===== src/rtl/mcp_pkg.sv =====
// Functional notes
// - Behaviour is the same in every host addressing mode.
// - Only the host touches memory; the block acts on what it is handed.
// - Eight data registers of 80 bits each hold constants and results.
// - Registers are used as a stack (top two only) or as a fixed set.
// - Seven formats: 16/32/64-bit integer, 18-digit BCD, 24/53/64 real.
// - The block runs on the host's own clock, in one clock domain.
// - The block answers I/O cycles at ports 00F8, 00FA and 00FC.
// - Busy stays high while an instruction executes; host then waits.
// - Six exceptions are detected during execution.
// - An unmasked exception drives error; a masked one does not.
// - Error raises interrupt 13 and latches busy high.
// - An 8-bit write of zero to port 00F0 clears the latched busy.
// - The same write also drops interrupt 13.
`default_nettype none

package mcp_pkg;

  // ************************************************************
  // Port map
  // ************************************************************
  localparam logic [15:0] PORT_CLR  = 16'h00F0;
  localparam logic [15:0] PORT_CMD  = 16'h00F8;
  localparam logic [15:0] PORT_OPND = 16'h00FA;
  localparam logic [15:0] PORT_RES  = 16'h00FC;

  // ************************************************************
  // Sizes, reset values, counts
  // ************************************************************
  localparam int          NREG      = 8;
  localparam logic [3:0]  NREG_CNT  = 4'h8;
  localparam logic [2:0]  NWORDS    = 3'h5;
  localparam logic [5:0]  MASK_RST  = 6'h3F;
  localparam logic [6:0]  DIV_STEPS = 7'h40;

  // ************************************************************
  // Exception flag positions
  // ************************************************************
  localparam int EXC_IE = 0;
  localparam int EXC_DE = 1;
  localparam int EXC_ZE = 2;
  localparam int EXC_OE = 3;
  localparam int EXC_UE = 4;
  localparam int EXC_PE = 5;

  // ************************************************************
  // Status word field positions
  // ************************************************************
  localparam int ST_TOP_LSB = 6;
  localparam int ST_CNT_LSB = 9;
  localparam int ST_ERR_BIT = 13;
  localparam int ST_BSY_BIT = 14;

  // ************************************************************
  // Types
  // ************************************************************
  typedef enum logic [3:0] {
    CMD_LOAD, CMD_STORE, CMD_ADD, CMD_SUB, CMD_DIV, CMD_SETMASK, CMD_CLEX
  } mcp_cmd_e;

  typedef enum logic [2:0] {
    FMT_I16, FMT_I32, FMT_I64, FMT_BCD, FMT_R24, FMT_R53, FMT_R64
  } mcp_fmt_e;

  typedef enum logic [2:0] {
    S_IDLE, S_FETCH, S_OPER, S_DIV, S_FIN
  } mcp_state_e;

  typedef struct packed {
    logic        strb;
    logic        wr;
    logic        byte8;
    logic [15:0] addr;
    logic [15:0] wdata;
  } mcp_io_req_s;

  typedef struct packed {
    mcp_cmd_e   cmd;
    mcp_fmt_e   fmt;
    logic       fixed;
    logic [1:0] rsvd;
    logic [2:0] ra;
    logic [2:0] rb;
  } mcp_op_s;

endpackage : mcp_pkg

`default_nettype wire


===== src/rtl/mcp_alu.sv =====
`default_nettype none

module mcp_alu (
  input  wire mcp_pkg::mcp_cmd_e cmd,
  input  wire mcp_pkg::mcp_fmt_e fmt,
  input  wire logic [79:0]       opa,
  input  wire logic [79:0]       opb,
  input  wire logic [63:0]       quo,
  input  wire logic [63:0]       rem,
  input  wire logic              stk_bad,
  output logic      [79:0]       res,
  output logic      [5:0]        flags
);

  logic        is_int;
  logic        arith;
  logic        zdiv;
  logic [64:0] v65;

  // Signed range check at the operand's integer width
  function automatic logic fits(logic [64:0] v, mcp_pkg::mcp_fmt_e f);
    case (f)
      mcp_pkg::FMT_I16: fits = (&v[64:15]) | ~(|v[64:15]);
      mcp_pkg::FMT_I32: fits = (&v[64:31]) | ~(|v[64:31]);
      default:          fits = v[64] == v[63];
    endcase
  endfunction : fits

  function automatic logic denorm(logic [79:0] v, mcp_pkg::mcp_fmt_e f);
    case (f)
      mcp_pkg::FMT_R24: denorm = ~(|v[30:23]) & (|v[22:0]);
      mcp_pkg::FMT_R53: denorm = ~(|v[62:52]) & (|v[51:0]);
      mcp_pkg::FMT_R64: denorm = ~(|v[78:64]) & (|v[63:0]);
      default:          denorm = 1'b0;
    endcase
  endfunction : denorm

  always_comb
  begin
    is_int = fmt == mcp_pkg::FMT_I16 || fmt == mcp_pkg::FMT_I32 ||
             fmt == mcp_pkg::FMT_I64;
    arith  = cmd == mcp_pkg::CMD_ADD || cmd == mcp_pkg::CMD_SUB ||
             cmd == mcp_pkg::CMD_DIV;
    zdiv   = cmd == mcp_pkg::CMD_DIV && opb[63:0] == 64'h0;
    v65    = '0;
    res    = opa;
    flags  = '0;
    case (cmd)
      mcp_pkg::CMD_ADD: v65 = {opa[63], opa[63:0]} + {opb[63], opb[63:0]};
      mcp_pkg::CMD_SUB: v65 = {opa[63], opa[63:0]} - {opb[63], opb[63:0]};
      mcp_pkg::CMD_DIV: v65 = (opa[63] ^ opb[63]) ? -{1'b0, quo}
                                                  : {1'b0, quo};
      default: ;
    endcase
    // Only integer arithmetic is built; real operands trap as invalid
    if (arith)
    begin
      res                    = {{15{v65[64]}}, v65};
      flags[mcp_pkg::EXC_IE] = ~is_int;
      flags[mcp_pkg::EXC_OE] = is_int & ~fits(v65, fmt);
    end
    if (zdiv)
    begin
      flags[mcp_pkg::EXC_ZE] = 1'b1;
    end
    else if (cmd == mcp_pkg::CMD_DIV)
    begin
      flags[mcp_pkg::EXC_PE] = |rem;
      flags[mcp_pkg::EXC_UE] = ~(|quo) & (|opa[63:0]);
    end
    if (cmd == mcp_pkg::CMD_LOAD)
    begin
      flags[mcp_pkg::EXC_DE] = denorm(opa, fmt);
    end
    flags[mcp_pkg::EXC_IE] = flags[mcp_pkg::EXC_IE] | stk_bad;
  end

endmodule : mcp_alu

`default_nettype wire


===== src/rtl/mcp_host_port.sv =====
`default_nettype none

module mcp_host_port (
  input  wire logic                 core_clk,
  input  wire logic                 rst_n,
  input  wire mcp_pkg::mcp_io_req_s io_req,
  output logic      [15:0]          io_rdata_r,
  output logic                      io_rvalid_r,
  output logic                      busy_r,
  output logic                      error_r,
  output logic                      irq13_r
);

  // ************************************************************
  // State
  // ************************************************************
  mcp_pkg::mcp_state_e state_r, state_nxt;
  mcp_pkg::mcp_op_s    op_r, op_nxt;
  logic [2:0]  top_r, top_nxt;
  logic [3:0]  cnt_r, cnt_nxt;
  logic [5:0]  mask_r, mask_nxt;
  logic [5:0]  stat_r, stat_nxt;
  logic        hold_r, hold_nxt;
  logic [79:0] buf_r, buf_nxt;
  logic [2:0]  wcnt_r, wcnt_nxt;
  logic [79:0] res_r, res_nxt;
  logic [2:0]  ridx_r, ridx_nxt;
  logic [63:0] quo_r, quo_nxt;
  logic [63:0] rem_r, rem_nxt;
  logic [63:0] dvs_r, dvs_nxt;
  logic [6:0]  step_r, step_nxt;
  logic [15:0] rdata_nxt;
  logic        rvalid_nxt, busy_nxt, error_nxt, irq_nxt;

  logic        wr_hit, rd_hit, cmd_wr, opd_wr, clr_busy;
  logic        stk_bad, div_go, fin, err_set, bad, wen;
  logic [2:0]  ra_a, ra_b, waddr;
  logic [79:0] rf_a, rf_b, alu_a, alu_res;
  logic [5:0]  alu_flags;
  logic [64:0] dtmp;

  function automatic logic [79:0] ld_ext(logic [79:0] w,
                                         mcp_pkg::mcp_fmt_e f);
    case (f)
      mcp_pkg::FMT_I16: ld_ext = {{64{w[15]}}, w[15:0]};
      mcp_pkg::FMT_I32: ld_ext = {{48{w[31]}}, w[31:0]};
      mcp_pkg::FMT_I64: ld_ext = {{16{w[63]}}, w[63:0]};
      mcp_pkg::FMT_R24: ld_ext = {48'h0, w[31:0]};
      mcp_pkg::FMT_R53: ld_ext = {16'h0, w[63:0]};
      default:          ld_ext = w;
    endcase
  endfunction : ld_ext

  function automatic logic [63:0] mag(logic [63:0] v);
    mag = v[63] ? -v : v;
  endfunction : mag

  // ************************************************************
  // Port decode
  // ************************************************************
  // Host signals share our clock, so no synchronisers
  always_comb
  begin
    wr_hit   = io_req.strb & io_req.wr;
    rd_hit   = io_req.strb & ~io_req.wr;
    cmd_wr   = wr_hit && io_req.addr == mcp_pkg::PORT_CMD && !busy_r;
    opd_wr   = wr_hit && io_req.addr == mcp_pkg::PORT_OPND && !busy_r;
    clr_busy = wr_hit && io_req.byte8 && io_req.addr == mcp_pkg::PORT_CLR
               && io_req.wdata[7:0] == 8'h00;
  end

  // ************************************************************
  // Operand fetch, stack or fixed addressing
  // ************************************************************
  always_comb
  begin
    ra_a = op_r.fixed ? op_r.ra : top_r;
    ra_b = op_r.fixed ? op_r.rb : top_r + 3'h1;
    case (op_r.cmd)
      mcp_pkg::CMD_LOAD:
        stk_bad = !op_r.fixed && cnt_r == mcp_pkg::NREG_CNT;
      mcp_pkg::CMD_STORE:
        stk_bad = !op_r.fixed && cnt_r == 4'h0;
      mcp_pkg::CMD_ADD, mcp_pkg::CMD_SUB, mcp_pkg::CMD_DIV:
        stk_bad = !op_r.fixed && cnt_r < 4'h2;
      mcp_pkg::CMD_SETMASK, mcp_pkg::CMD_CLEX:
        stk_bad = 1'b0;
      default:
        stk_bad = 1'b1;
    endcase
    alu_a = (op_r.cmd == mcp_pkg::CMD_LOAD) ? ld_ext(buf_r, op_r.fmt)
                                            : rf_a;
  end

  mcp_regfile u_regs (
    .core_clk (core_clk),
    .rst_n    (rst_n),
    .wen      (wen),
    .waddr    (waddr),
    .wdata    (alu_res),
    .raddr_a  (ra_a),
    .raddr_b  (ra_b),
    .rdata_a  (rf_a),
    .rdata_b  (rf_b)
  );

  mcp_alu u_alu (
    .cmd      (op_r.cmd),
    .fmt      (op_r.fmt),
    .opa      (alu_a),
    .opb      (rf_b),
    .quo      (quo_r),
    .rem      (rem_r),
    .stk_bad  (stk_bad),
    .res      (alu_res),
    .flags    (alu_flags)
  );

  // ************************************************************
  // Sequencer and execution
  // ************************************************************
  always_comb
  begin
    state_nxt = state_r;
    op_nxt    = op_r;
    top_nxt   = top_r;
    cnt_nxt   = cnt_r;
    mask_nxt  = mask_r;
    stat_nxt  = stat_r;
    buf_nxt   = buf_r;
    wcnt_nxt  = wcnt_r;
    res_nxt   = res_r;
    ridx_nxt  = ridx_r;
    quo_nxt   = quo_r;
    rem_nxt   = rem_r;
    dvs_nxt   = dvs_r;
    step_nxt  = step_r;
    wen       = 1'b0;
    waddr     = op_r.ra;
    err_set   = 1'b0;
    dtmp      = {rem_r, quo_r[63]};
    // Nothing is fetched from memory here; the host hands every value in
    if (opd_wr && wcnt_r < mcp_pkg::NWORDS)
    begin
      buf_nxt[wcnt_r*16 +: 16] = io_req.wdata;
      wcnt_nxt                 = wcnt_r + 3'h1;
    end
    div_go = state_r == mcp_pkg::S_OPER && op_r.cmd == mcp_pkg::CMD_DIV &&
             !stk_bad && rf_b[63:0] != 64'h0;
    fin    = (state_r == mcp_pkg::S_OPER && !div_go) ||
             state_r == mcp_pkg::S_FIN;
    bad    = alu_flags[mcp_pkg::EXC_IE] | alu_flags[mcp_pkg::EXC_ZE];
    case (state_r)
      mcp_pkg::S_IDLE:
        if (cmd_wr)
        begin
          op_nxt    = mcp_pkg::mcp_op_s'(io_req.wdata);
          state_nxt = mcp_pkg::S_FETCH;
        end
      mcp_pkg::S_FETCH:
        state_nxt = mcp_pkg::S_OPER;
      mcp_pkg::S_OPER:
        if (div_go)
        begin
          dvs_nxt   = mag(rf_b[63:0]);
          quo_nxt   = mag(rf_a[63:0]);
          rem_nxt   = '0;
          step_nxt  = mcp_pkg::DIV_STEPS;
          state_nxt = mcp_pkg::S_DIV;
        end
        else
        begin
          state_nxt = mcp_pkg::S_IDLE;
        end
      mcp_pkg::S_DIV:
      begin
        // One quotient bit a cycle keeps the divider small
        if (dtmp >= {1'b0, dvs_r})
        begin
          rem_nxt = 64'(dtmp - {1'b0, dvs_r});
        end
        else
        begin
          rem_nxt = dtmp[63:0];
        end
        quo_nxt  = {quo_r[62:0], dtmp >= {1'b0, dvs_r}};
        step_nxt = step_r - 7'h1;
        if (step_r == 7'h1)
        begin
          state_nxt = mcp_pkg::S_FIN;
        end
      end
      default:
        state_nxt = mcp_pkg::S_IDLE;
    endcase
    if (fin)
    begin
      stat_nxt = stat_r | alu_flags;
      err_set  = |(alu_flags & ~mask_r);
      if (!bad)
      begin
        case (op_r.cmd)
          mcp_pkg::CMD_LOAD:
          begin
            wen = 1'b1;
            if (!op_r.fixed)
            begin
              waddr   = top_r - 3'h1;
              top_nxt = top_r - 3'h1;
              cnt_nxt = cnt_r + 4'h1;
            end
          end
          mcp_pkg::CMD_ADD, mcp_pkg::CMD_SUB, mcp_pkg::CMD_DIV:
          begin
            wen = 1'b1;
            if (!op_r.fixed)
            begin
              waddr   = top_r + 3'h1;
              top_nxt = top_r + 3'h1;
              cnt_nxt = cnt_r - 4'h1;
            end
          end
          mcp_pkg::CMD_STORE:
          begin
            res_nxt  = rf_a;
            ridx_nxt = 3'h0;
            if (!op_r.fixed)
            begin
              top_nxt = top_r + 3'h1;
              cnt_nxt = cnt_r - 4'h1;
            end
          end
          mcp_pkg::CMD_SETMASK:
            mask_nxt = buf_r[5:0];
          mcp_pkg::CMD_CLEX:
            stat_nxt = '0;
          default: ;
        endcase
      end
      if (op_r.cmd == mcp_pkg::CMD_LOAD || op_r.cmd == mcp_pkg::CMD_SETMASK)
      begin
        buf_nxt  = '0;
        wcnt_nxt = 3'h0;
      end
    end
    if (rd_hit && io_req.addr == mcp_pkg::PORT_RES)
    begin
      ridx_nxt = (ridx_r == mcp_pkg::NWORDS - 3'h1) ? 3'h0 : ridx_r + 3'h1;
    end
  end

  // ************************************************************
  // Error, interrupt, busy latch and read answer
  // ************************************************************
  always_comb
  begin
    error_nxt = |(stat_nxt & ~mask_nxt);
    // Set wins over a clear in the same cycle
    hold_nxt  = err_set | (error_nxt & ~error_r) |
                (hold_r & ~clr_busy);
    irq_nxt   = err_set | (error_nxt & ~error_r) |
                (irq13_r & ~clr_busy);
    busy_nxt  = state_nxt != mcp_pkg::S_IDLE || hold_nxt;
    rvalid_nxt = 1'b0;
    rdata_nxt  = 16'h0000;
    if (rd_hit && io_req.addr == mcp_pkg::PORT_CMD)
    begin
      rvalid_nxt = 1'b1;
      rdata_nxt[5:0] = stat_r;
      rdata_nxt[mcp_pkg::ST_TOP_LSB +: 3] = top_r;
      rdata_nxt[mcp_pkg::ST_CNT_LSB +: 4] = cnt_r;
      rdata_nxt[mcp_pkg::ST_ERR_BIT] = error_r;
      rdata_nxt[mcp_pkg::ST_BSY_BIT] = busy_r;
    end
    else if (rd_hit && io_req.addr == mcp_pkg::PORT_OPND)
    begin
      rvalid_nxt     = 1'b1;
      rdata_nxt[5:0] = mask_r;
    end
    else if (rd_hit && io_req.addr == mcp_pkg::PORT_RES)
    begin
      rvalid_nxt = 1'b1;
      rdata_nxt  = res_r[ridx_r*16 +: 16];
    end
  end

  always_ff @(posedge core_clk or negedge rst_n)
  begin
    if (!rst_n)
    begin
      state_r     <= mcp_pkg::S_IDLE;
      op_r        <= '0;
      top_r       <= '0;
      cnt_r       <= '0;
      mask_r      <= mcp_pkg::MASK_RST;
      stat_r      <= '0;
      hold_r      <= 1'b0;
      buf_r       <= '0;
      wcnt_r      <= '0;
      res_r       <= '0;
      ridx_r      <= '0;
      quo_r       <= '0;
      rem_r       <= '0;
      dvs_r       <= '0;
      step_r      <= '0;
      io_rdata_r  <= '0;
      io_rvalid_r <= 1'b0;
      busy_r      <= 1'b0;
      error_r     <= 1'b0;
      irq13_r     <= 1'b0;
    end
    else
    begin
      state_r     <= state_nxt;
      op_r        <= op_nxt;
      top_r       <= top_nxt;
      cnt_r       <= cnt_nxt;
      mask_r      <= mask_nxt;
      stat_r      <= stat_nxt;
      hold_r      <= hold_nxt;
      buf_r       <= buf_nxt;
      wcnt_r      <= wcnt_nxt;
      res_r       <= res_nxt;
      ridx_r      <= ridx_nxt;
      quo_r       <= quo_nxt;
      rem_r       <= rem_nxt;
      dvs_r       <= dvs_nxt;
      step_r      <= step_nxt;
      io_rdata_r  <= rdata_nxt;
      io_rvalid_r <= rvalid_nxt;
      busy_r      <= busy_nxt;
      error_r     <= error_nxt;
      irq13_r     <= irq_nxt;
    end
  end
endmodule : mcp_host_port

`default_nettype wire


===== src/rtl/mcp_regfile.sv =====
`default_nettype none

module mcp_regfile (
  input  wire logic        core_clk,
  input  wire logic        rst_n,
  input  wire logic        wen,
  input  wire logic [2:0]  waddr,
  input  wire logic [79:0] wdata,
  input  wire logic [2:0]  raddr_a,
  input  wire logic [2:0]  raddr_b,
  output logic      [79:0] rdata_a,
  output logic      [79:0] rdata_b
);

  // ************************************************************
  // Eight 80-bit data registers
  // ************************************************************
  logic [79:0] mem_r [mcp_pkg::NREG];
  logic [79:0] rda_nxt;
  logic [79:0] rdb_nxt;

  // No reset on the array; contents are undefined until loaded
  always_ff @(posedge core_clk)
  begin
    if (wen)
    begin
      mem_r[waddr] <= wdata;
    end
  end

  always_comb
  begin
    rda_nxt = mem_r[raddr_a];
    rdb_nxt = mem_r[raddr_b];
  end

  always_ff @(posedge core_clk or negedge rst_n)
  begin
    if (!rst_n)
    begin
      rdata_a <= '0;
      rdata_b <= '0;
    end
    else
    begin
      rdata_a <= rda_nxt;
      rdata_b <= rdb_nxt;
    end
  end

endmodule : mcp_regfile

`default_nettype wire

===== config.mk =====
export PLATFORM = sky130hd
export DESIGN_NAME = mcp_host_port
export DESIGN_NICKNAME = d
export VERILOG_FILES = /design/src/rtl/mcp_pkg.sv /design/src/rtl/mcp_alu.sv /design/src/rtl/mcp_host_port.sv /design/src/rtl/mcp_regfile.sv
export SDC_FILE = /design/constraint.sdc
export NUM_CORES = 2
export LEC_CHECK = 0
export ABC_AREA = 0
export BUFFER_PORTS_ARGS = -buffer_cell sky130_fd_sc_hd__buf_2
export CAP_MARGIN = 25
export CORE_MARGIN = 2
export CORE_UTILIZATION = 60
export DETAILED_ROUTE_END_ITERATION = 8
export GPL_ROUTABILITY_DRIVEN = 0
export PLACE_DENSITY = 0.79
export SETUP_SLACK_MARGIN = 0.1
export SYNTH_ARGS = -nofsm -noshare
export SYNTH_HDL_FRONTEND = slang
export SYNTH_SLANG_ARGS = --single-unit

===== constraint.sdc =====
create_clock -name core_clk -period 24.4 [get_ports core_clk]
set_clock_uncertainty 0.2 [all_clocks]
set_input_delay 2.44 -clock core_clk [delete_from_list [all_inputs] [get_ports core_clk]]
set_output_delay 2.44 -clock core_clk [all_outputs]
set_load 0.1 [all_outputs]

# Word level (Yosys, flattened, before mapping)
# Memories as Yosys holds them, arrays and structs flattened. A register that Yosys moved wholly into a read port is not among the register bits.
# Cells that the tools add are included.
[op_classes]
n_bitwise = 35
n_eq_ne = 27
addsub = 14
mux = 73
order_cmp = 3
n_div = 0
reduce_logical = 68
mul = 0
shift = 3
[op_table]
columns = ["operator", "count"]
rows = [
  ["two-way mux 80 bit", 5],
  ["case mux 80 bit (5 select lines)", 1],
  ["two-way mux 64 bit", 5],
  ["case mux 64 bit (2 select lines)", 2],
  ["case mux 65 bit (3 select lines)", 1],
  ["OR reduction 64 bit", 3],
  ["negation 64 bit", 2],
  ["bitwise mux 80 bit", 1],
  ["variable shift 16 x 34 -> 80 bit (first input constant)", 1],
  ["indexed part select 16 x 34 -> 80 bit", 1],
  ["indexed part select 80 x 8 -> 16 bit", 1],
  ["adder 64 x 64 -> 65 bit", 1],
  ["greater-or-equal comparator 65 x 64 -> 1 bit", 1],
  ["two-way mux 65 bit", 1],
  ["negation 64 -> 65 bit", 1],
  ["subtractor 64 x 64 -> 65 bit", 1],
  ["== test 16 x 8 -> 1 bit (second input constant)", 4],
  ["logical NOT 64 bit", 1],
  ["nonzero test 64 bit", 1],
  ["subtractor 64 bit", 1],
  ["two-way mux 3 bit", 18],
  ["OR reduction 52 bit", 1],
  ["AND reduction 50 bit", 1],
  ["OR reduction 50 bit", 1],
  ["other kinds (62)", 167],
]
[word_totals]
elab_cells = 248
ff_bits = 422
latchBits = 0
memories = 1
mem_bits_ro = 0
input_bits = 37
ram_bits = 640
out_inout_bits = 20
[memory_table]
columns = ["name", "words", "width", "rd", "rd_ports_with_merged_regs", "write_ports", "line_no", "text"]
rows = [
  ["u_regs.mem_r", 8, 80, 2, 2, 1, "mcp_regfile.sv:18", "logic [79:0] mem_r [mcp_pkg::NREG];"],
]

# Logic depth before layout (Yosys ltp)
[depth]
ltp_word = 24
depth_mapped = 38
ltp_nobuf = 35

# Cells and area by module
# A second synthesis with hierarchy kept.
[hier_totals]
cells_unflattened = 5704
hier_area_um2 = 67449.7
[modules_own_cells]
columns = ["mod", "instances", "cells_per_inst", "area_per_inst_um2", "seq_area_each_um2"]
rows = [
  ["mcp_regfile", 1, 1383, 32832.7, 23222.3],
  ["mcp_host_port", 1, 2890, 25667.1, 10567.6],
  ["mcp_alu", 1, 1431, 8949.8, 0.0],
]

# Worst setup path after synthesis
# No wires, ideal clock.
[synth_path]
path_type = "register to register"
from = "register op_r[15] (netlist bit)"
to = "register busy_r"
arrival_ns = 8.261
stages_incl_launch_ff = 34
slack_ns = 15.804
synth_period_minus_slack_ns = 8.596
path_buffers = 8
setup_time_ns = 0.135
t_required_ns = 24.065
cell_sequence = "dfrtp_1 -> clkbuf_1 -> nor4_1 -> clkbuf_1 -> clkbuf_1 -> clkbuf_1 -> clkbuf_1 -> buf_1 -> clkbuf_1 -> mux2i_1 -> ha_1 -> inv_1 -> fa_1 -> a211oi_2 -> o211ai_2 -> a21o_2 -> a211o_4 -> a2111o_1 -> a311oi_2 -> o21bai_1 -> a21oi_1 -> o21bai_1 -> a21oi_1 -> xnor2_1 -> o32a_1 -> clkbuf_1 -> ha_1 -> and4b_1 -> nand4_1 -> or4_1 -> or4_1 -> nor3_2 -> or4_2 -> nand4_1"
[synth_between]
elab_chain_len = 23
elab_cells_between_ends = 81
cone_classes = "add/sub: 2; eq/ne: 7; mux: 22; bitwise: 23; reduce/logical: 27"
[synth_lines]
columns = ["element", "line_no", "text"]
rows = [
  ["start, declared", "mcp_host_port.sv:18", "mcp_pkg::mcp_op_s op_r, op_nxt;"],
  ["start signal, assigned", "mcp_host_port.sv:315", "op_r <= op_nxt;"],
  ["branches (longest 22 deep; another with subtractor 64 x 64 -> 65 bit)", "-", ""],
  ["logical OR 1 bit *", "mcp_host_port.sv:263", "busy_nxt = state_nxt != mcp_pkg::S_IDLE || hold_nxt;"],
  ["via busy_nxt", "mcp_host_port.sv:33", "logic rvalid_nxt, busy_nxt, error_nxt, irq_nxt;"],
  ["end signal, assigned", "mcp_host_port.sv:331", "busy_r <= busy_nxt;"],
  ["end, declared", "mcp_host_port.sv:9", "output logic busy_r,"],
]
# Mark *: on every way through the listed nets, which the timed path passes. The select of a mux whose other input is x is not followed.
# A chain may end at the register's enable or synchronous reset.

# Worst setup path in the final report
[layout_path]
from = "register u_regs.rdata_b[1] (read register of u_regs.mem_r)"
to = "register busy_r"
[layout_between]
elab_chain_len = 20
elab_cells_between_ends = 46
cone_classes = "add/sub: 2; eq/ne: 1; mux: 14; bitwise: 14; reduce/logical: 15"
[layout_lines]
columns = ["element", "line_no", "text"]
rows = [
  ["start, declared", "mcp_regfile.sv:12", "output logic [79:0] rdata_b"],
  ["subtractor 64 x 64 -> 65 bit or adder 64 x 64 -> 65 bit (tied branches)", "mcp_alu.sv:50, mcp_alu.sv:49", ""],
  ["case mux 65 bit (3 select lines)", "mcp_alu.sv:48", "case (cmd)"],
  ["OR reduction 50 bit or OR reduction 34 bit (tied branches)", "mcp_alu.sv:23, mcp_alu.sv:24", ""],
  ["NOT 1 bit (on tied branches)", "mcp_alu.sv:23, mcp_alu.sv:24", ""],
  ["OR 1 bit (on tied branches)", "mcp_alu.sv:23, mcp_alu.sv:24", ""],
  ["case mux 1 bit (2 select lines)", "mcp_alu.sv:22", "case (f)"],
  ["two-way mux 1 bit", "mcp_alu.sv:56", "if (arith)"],
  ["NOT 1 bit", "mcp_alu.sv:60", "flags[mcp_pkg::EXC_OE] = is_int & ~fits(v65, fmt);"],
  ["(+4 left out)", "-", ""],
  ["two-way mux 6 bit", "mcp_host_port.sv:200", "if (!bad)"],
  ["two-way mux 6 bit", "mcp_host_port.sv:196", "if (fin)"],
  ["AND 6 bit", "mcp_host_port.sv:257", "error_nxt = |(stat_nxt & ~mask_nxt);"],
  ["OR reduction 6 bit", "mcp_host_port.sv:257", ""],
  ["AND 1 bit", "mcp_host_port.sv:259", "hold_nxt = err_set | (error_nxt & ~error_r) |"],
  ["OR 1 bit (2 in a row)", "mcp_host_port.sv:259", ""],
  ["logical OR 1 bit *", "mcp_host_port.sv:263", ""],
  ["via busy_nxt", "mcp_host_port.sv:33", ""],
]
# Mark *: on every way through the listed nets, which the timed path passes. The rest lies on a longest branch. The select of a mux whose other input is x is not followed.

==> metrics <==
status=complete, but fails checks; failing checks=design-rule violations; leading area contributor after synthesis=edfxtp_1; DR vias=51000; Critical Path Start=u_regs.rdata_b[1]; Post-route DRC=9; Routed Antenna Nets=0; CTS tree=yes; worst setup path endpoint=busy_r; CP max FO=18; maximum VDD drop=0.0842 mV; Reg clk slew, reported paths=70 ps; Final nets=5813; Initial DRC Count=8365; TritonCTS Sinks=1206; top cell type's share of synthesized area=29.0%; gr usage total=37.3%; Worst R2R Path Depth=33; Sum Neg Setup Slack=0 ps; die width=336 um; sequential share of the synthesized area=50.4%; max_cap viols=0; die area=113000 sq um; Hold Buf Count CTS=0; grt ovf=0; Post-Syn Area=66200 sq um; drt first pass iters=9; period utilization=40.1%; final wirelength=211000 um; Worst-Margin Slew=1290 ps; worst reg-to-reg setup slack=14620 ps; crit end category=flip-flop; largest net degree at the start of global routing=173; fmax=102 MHz; Pins Over Slew Limit=0; leak pwr=27.1 nW; post-synthesis cell count=5714; # rows=121; I/O Buffers=56; Die Y=336 um; Top Ports=57; fill cell count=7747; CP Class=flip-flop to flip-flop; CTS root buf=clkbuf_16; synth top area cells=edfxtp_1 (29%), dfrtp_1 (21%), mux4_2 (10%); TritonCTS Buffers=120; CP most frequent cell=nor2_1; Final Non-Filler Cells=7222; Slew HR=13.4%; Crit-path slowest cell=nor4_1; CTS Buffer Depth=3; vias per cell=7.06; post-cts sizing count=0; PD cells=56.7 nW/um^2; hpwl dp=145000 um; Setup-failing EPs final=0; clock latency at the later pin of the worst-skew pair=750 ps; final hold vios=0; layout cells sized above 1=17.3%; Critical Path RT=24820 ps; Mapped Avg Cell Area=11.6 sq um; Yosys reg bits=1206; H-tree Lvls=3; Reg2Reg Launch Point=u_regs.rdata_b[1]; area of the core=109000 sq um; RSZ-0062 raised after global routing=false; HP Class=flip-flop to flip-flop; number of synthesized flops with an enable pin=640; ys async rst share=46.9%; CP arrival=10200 ps; Placed Cells incl. Taps=6968; warning count from the yosys run=0; net count after synthesis=5902; minimum clock period=9780 ps; first-pass GRT wire length=311000 um; wire per inst=29.2 um; Critical Path Start Type=flip-flop; Layout area overhead=8.82%; vias in the first global route=48600; Initial Util=60.7%; Core Util, Final=66.0%; max incr delay on CP=990 ps; Primary FF master, synth=edfxtp_1; Cell variety after synth=98; initial antenna violation count=18; setup bufs post-CTS=0; Worst R2R End=busy_r
-- worst min-delay path by stage --
stage	start	slack, ps	endpoint	depth (start not counted)
3_3_place_gp	step_r[6]	260	step_r[6]	1
3_5_place_dp	step_r[6]	270	step_r[6]	1
5_1_grt	step_r[6]	300	step_r[6]	1
4_1_cts	step_r[6]	280	step_r[6]	1
2_1_floorplan	step_r[6]	240	step_r[6]	1
6_report	step_r[6]	280	step_r[6]	1
-- critical path, delay by kind of cell, from the launching register on --
kind / cells / cell delay, ps
xor+xnor: 2 / 340
compound gates: 8 / 2300
simple gates: 19 / 5450
buf+inv: 1 / 90
flops: 1 / 430
fa+ha+maj: 3 / 820
-- Yosys cell counts, drive strengths merged (148+ instances only) --
master  number
mux4       304
a21oi      354
nor2       350
mux2       246
edfxtp     640
o21ai      440
xor2       205
nand2      555
clkbuf     289
dfrtp      560
ha         148
nand3      169
-- layout by cell type (no fill, tap or decap), drive strengths merged, types with 94 or more instances in the layout --
cell	count
ha	148
xnor2	142
nor2	350
o21ai	440
nand2	555
buf	135
xor2	205
clkbuf	166
mux4	304
dfrtp	560
mux2	246
nand3	169
edfxtp	640
nor3	94
a21oi	354
inv	153
-- cell families (layout without fill, tap and decap cells) --
logic type	Yosys count	count (layout)	share of synthesized area, %
DFF	1206	1206	50.4
muxes	631	631	15.7
and+or+nand+nor	1568	1568	11.2
xor gates and xnor gates	347	347	4.59
adders and majority gates	151	151	2.89
other	0	15	0
buffers and inverters	498	515	2.88
AOI/OAI and AO/OA	1313	1313	12.3
-- power breakdown --
part	internal, W	leakage [nW]	total [W]	switching, W
logic	0.00000409	12.8	0.0000329	0.0000288
registers	0.00213	12.3	0.00213	0.00000000630
clock network	0.00110	2.00	0.00192	0.000819
total	0.00323	27.1	0.00408	0.000848
-- metal layers --
metal / vias up / GRT usage [%] / part of all wire, %
met5: - / 0 / 0.096
met4: 24 / 20.7 / 7.1
met3: 1004 / 13.7 / 15
met2: 3679 / 54.2 / 43
met1: 24900 / 48.8 / 35
li1: 21400 / - / -
-- flip-flops by register name, indices dropped and copies added (netlist names), 6 cells and up --
| signal | flops |
|---|---|
| stat_r | 6 |
| buf_r | 80 |
| quo_r | 64 |
| u_regs.mem_r | 640 |
| u_regs.rdata_a | 80 |
| step_r | 7 |
| io_rdata_r | 16 |
| rem_r | 64 |
| op_r | 14 |
| u_regs.rdata_b | 64 |
| mask_r | 6 |
| res_r | 80 |
| dvs_r | 64 |
-- final cells by class --
cell class / instances / area (sq um) / area share, %
antenna: 15 / 37.5 / 0.0521
clock inverter: 69 / 796 / 1.10
inverter: 145 / 544 / 0.755
sequential: 1206 / 33400 / 46.3
timing repair buffer: 142 / 1020 / 1.42
multi-input combinational: 4010 / 31100 / 43.2
clock buffer: 159 / 3290 / 4.57
tap: 1476 / 1850 / 2.56
-- metrics by stage --
stage / worst slack (ps) / instance area, sq um / hold WS [ps] / power, W
floorplan: 15800 / 66200 / 244 / 0.00217
global placement: 15200 / 67800 / 259 / 0.00220
detailed placement: 15150 / 67800 / 268 / 0.00220
CTS: 15080 / 71900 / 276 / 0.00409
global route: 14300 / 72000 / 303 / 0.00417
finish: 14620 / 72100 / 278 / 0.00408
No activity file was read; power rests on OpenSTA's default activity.
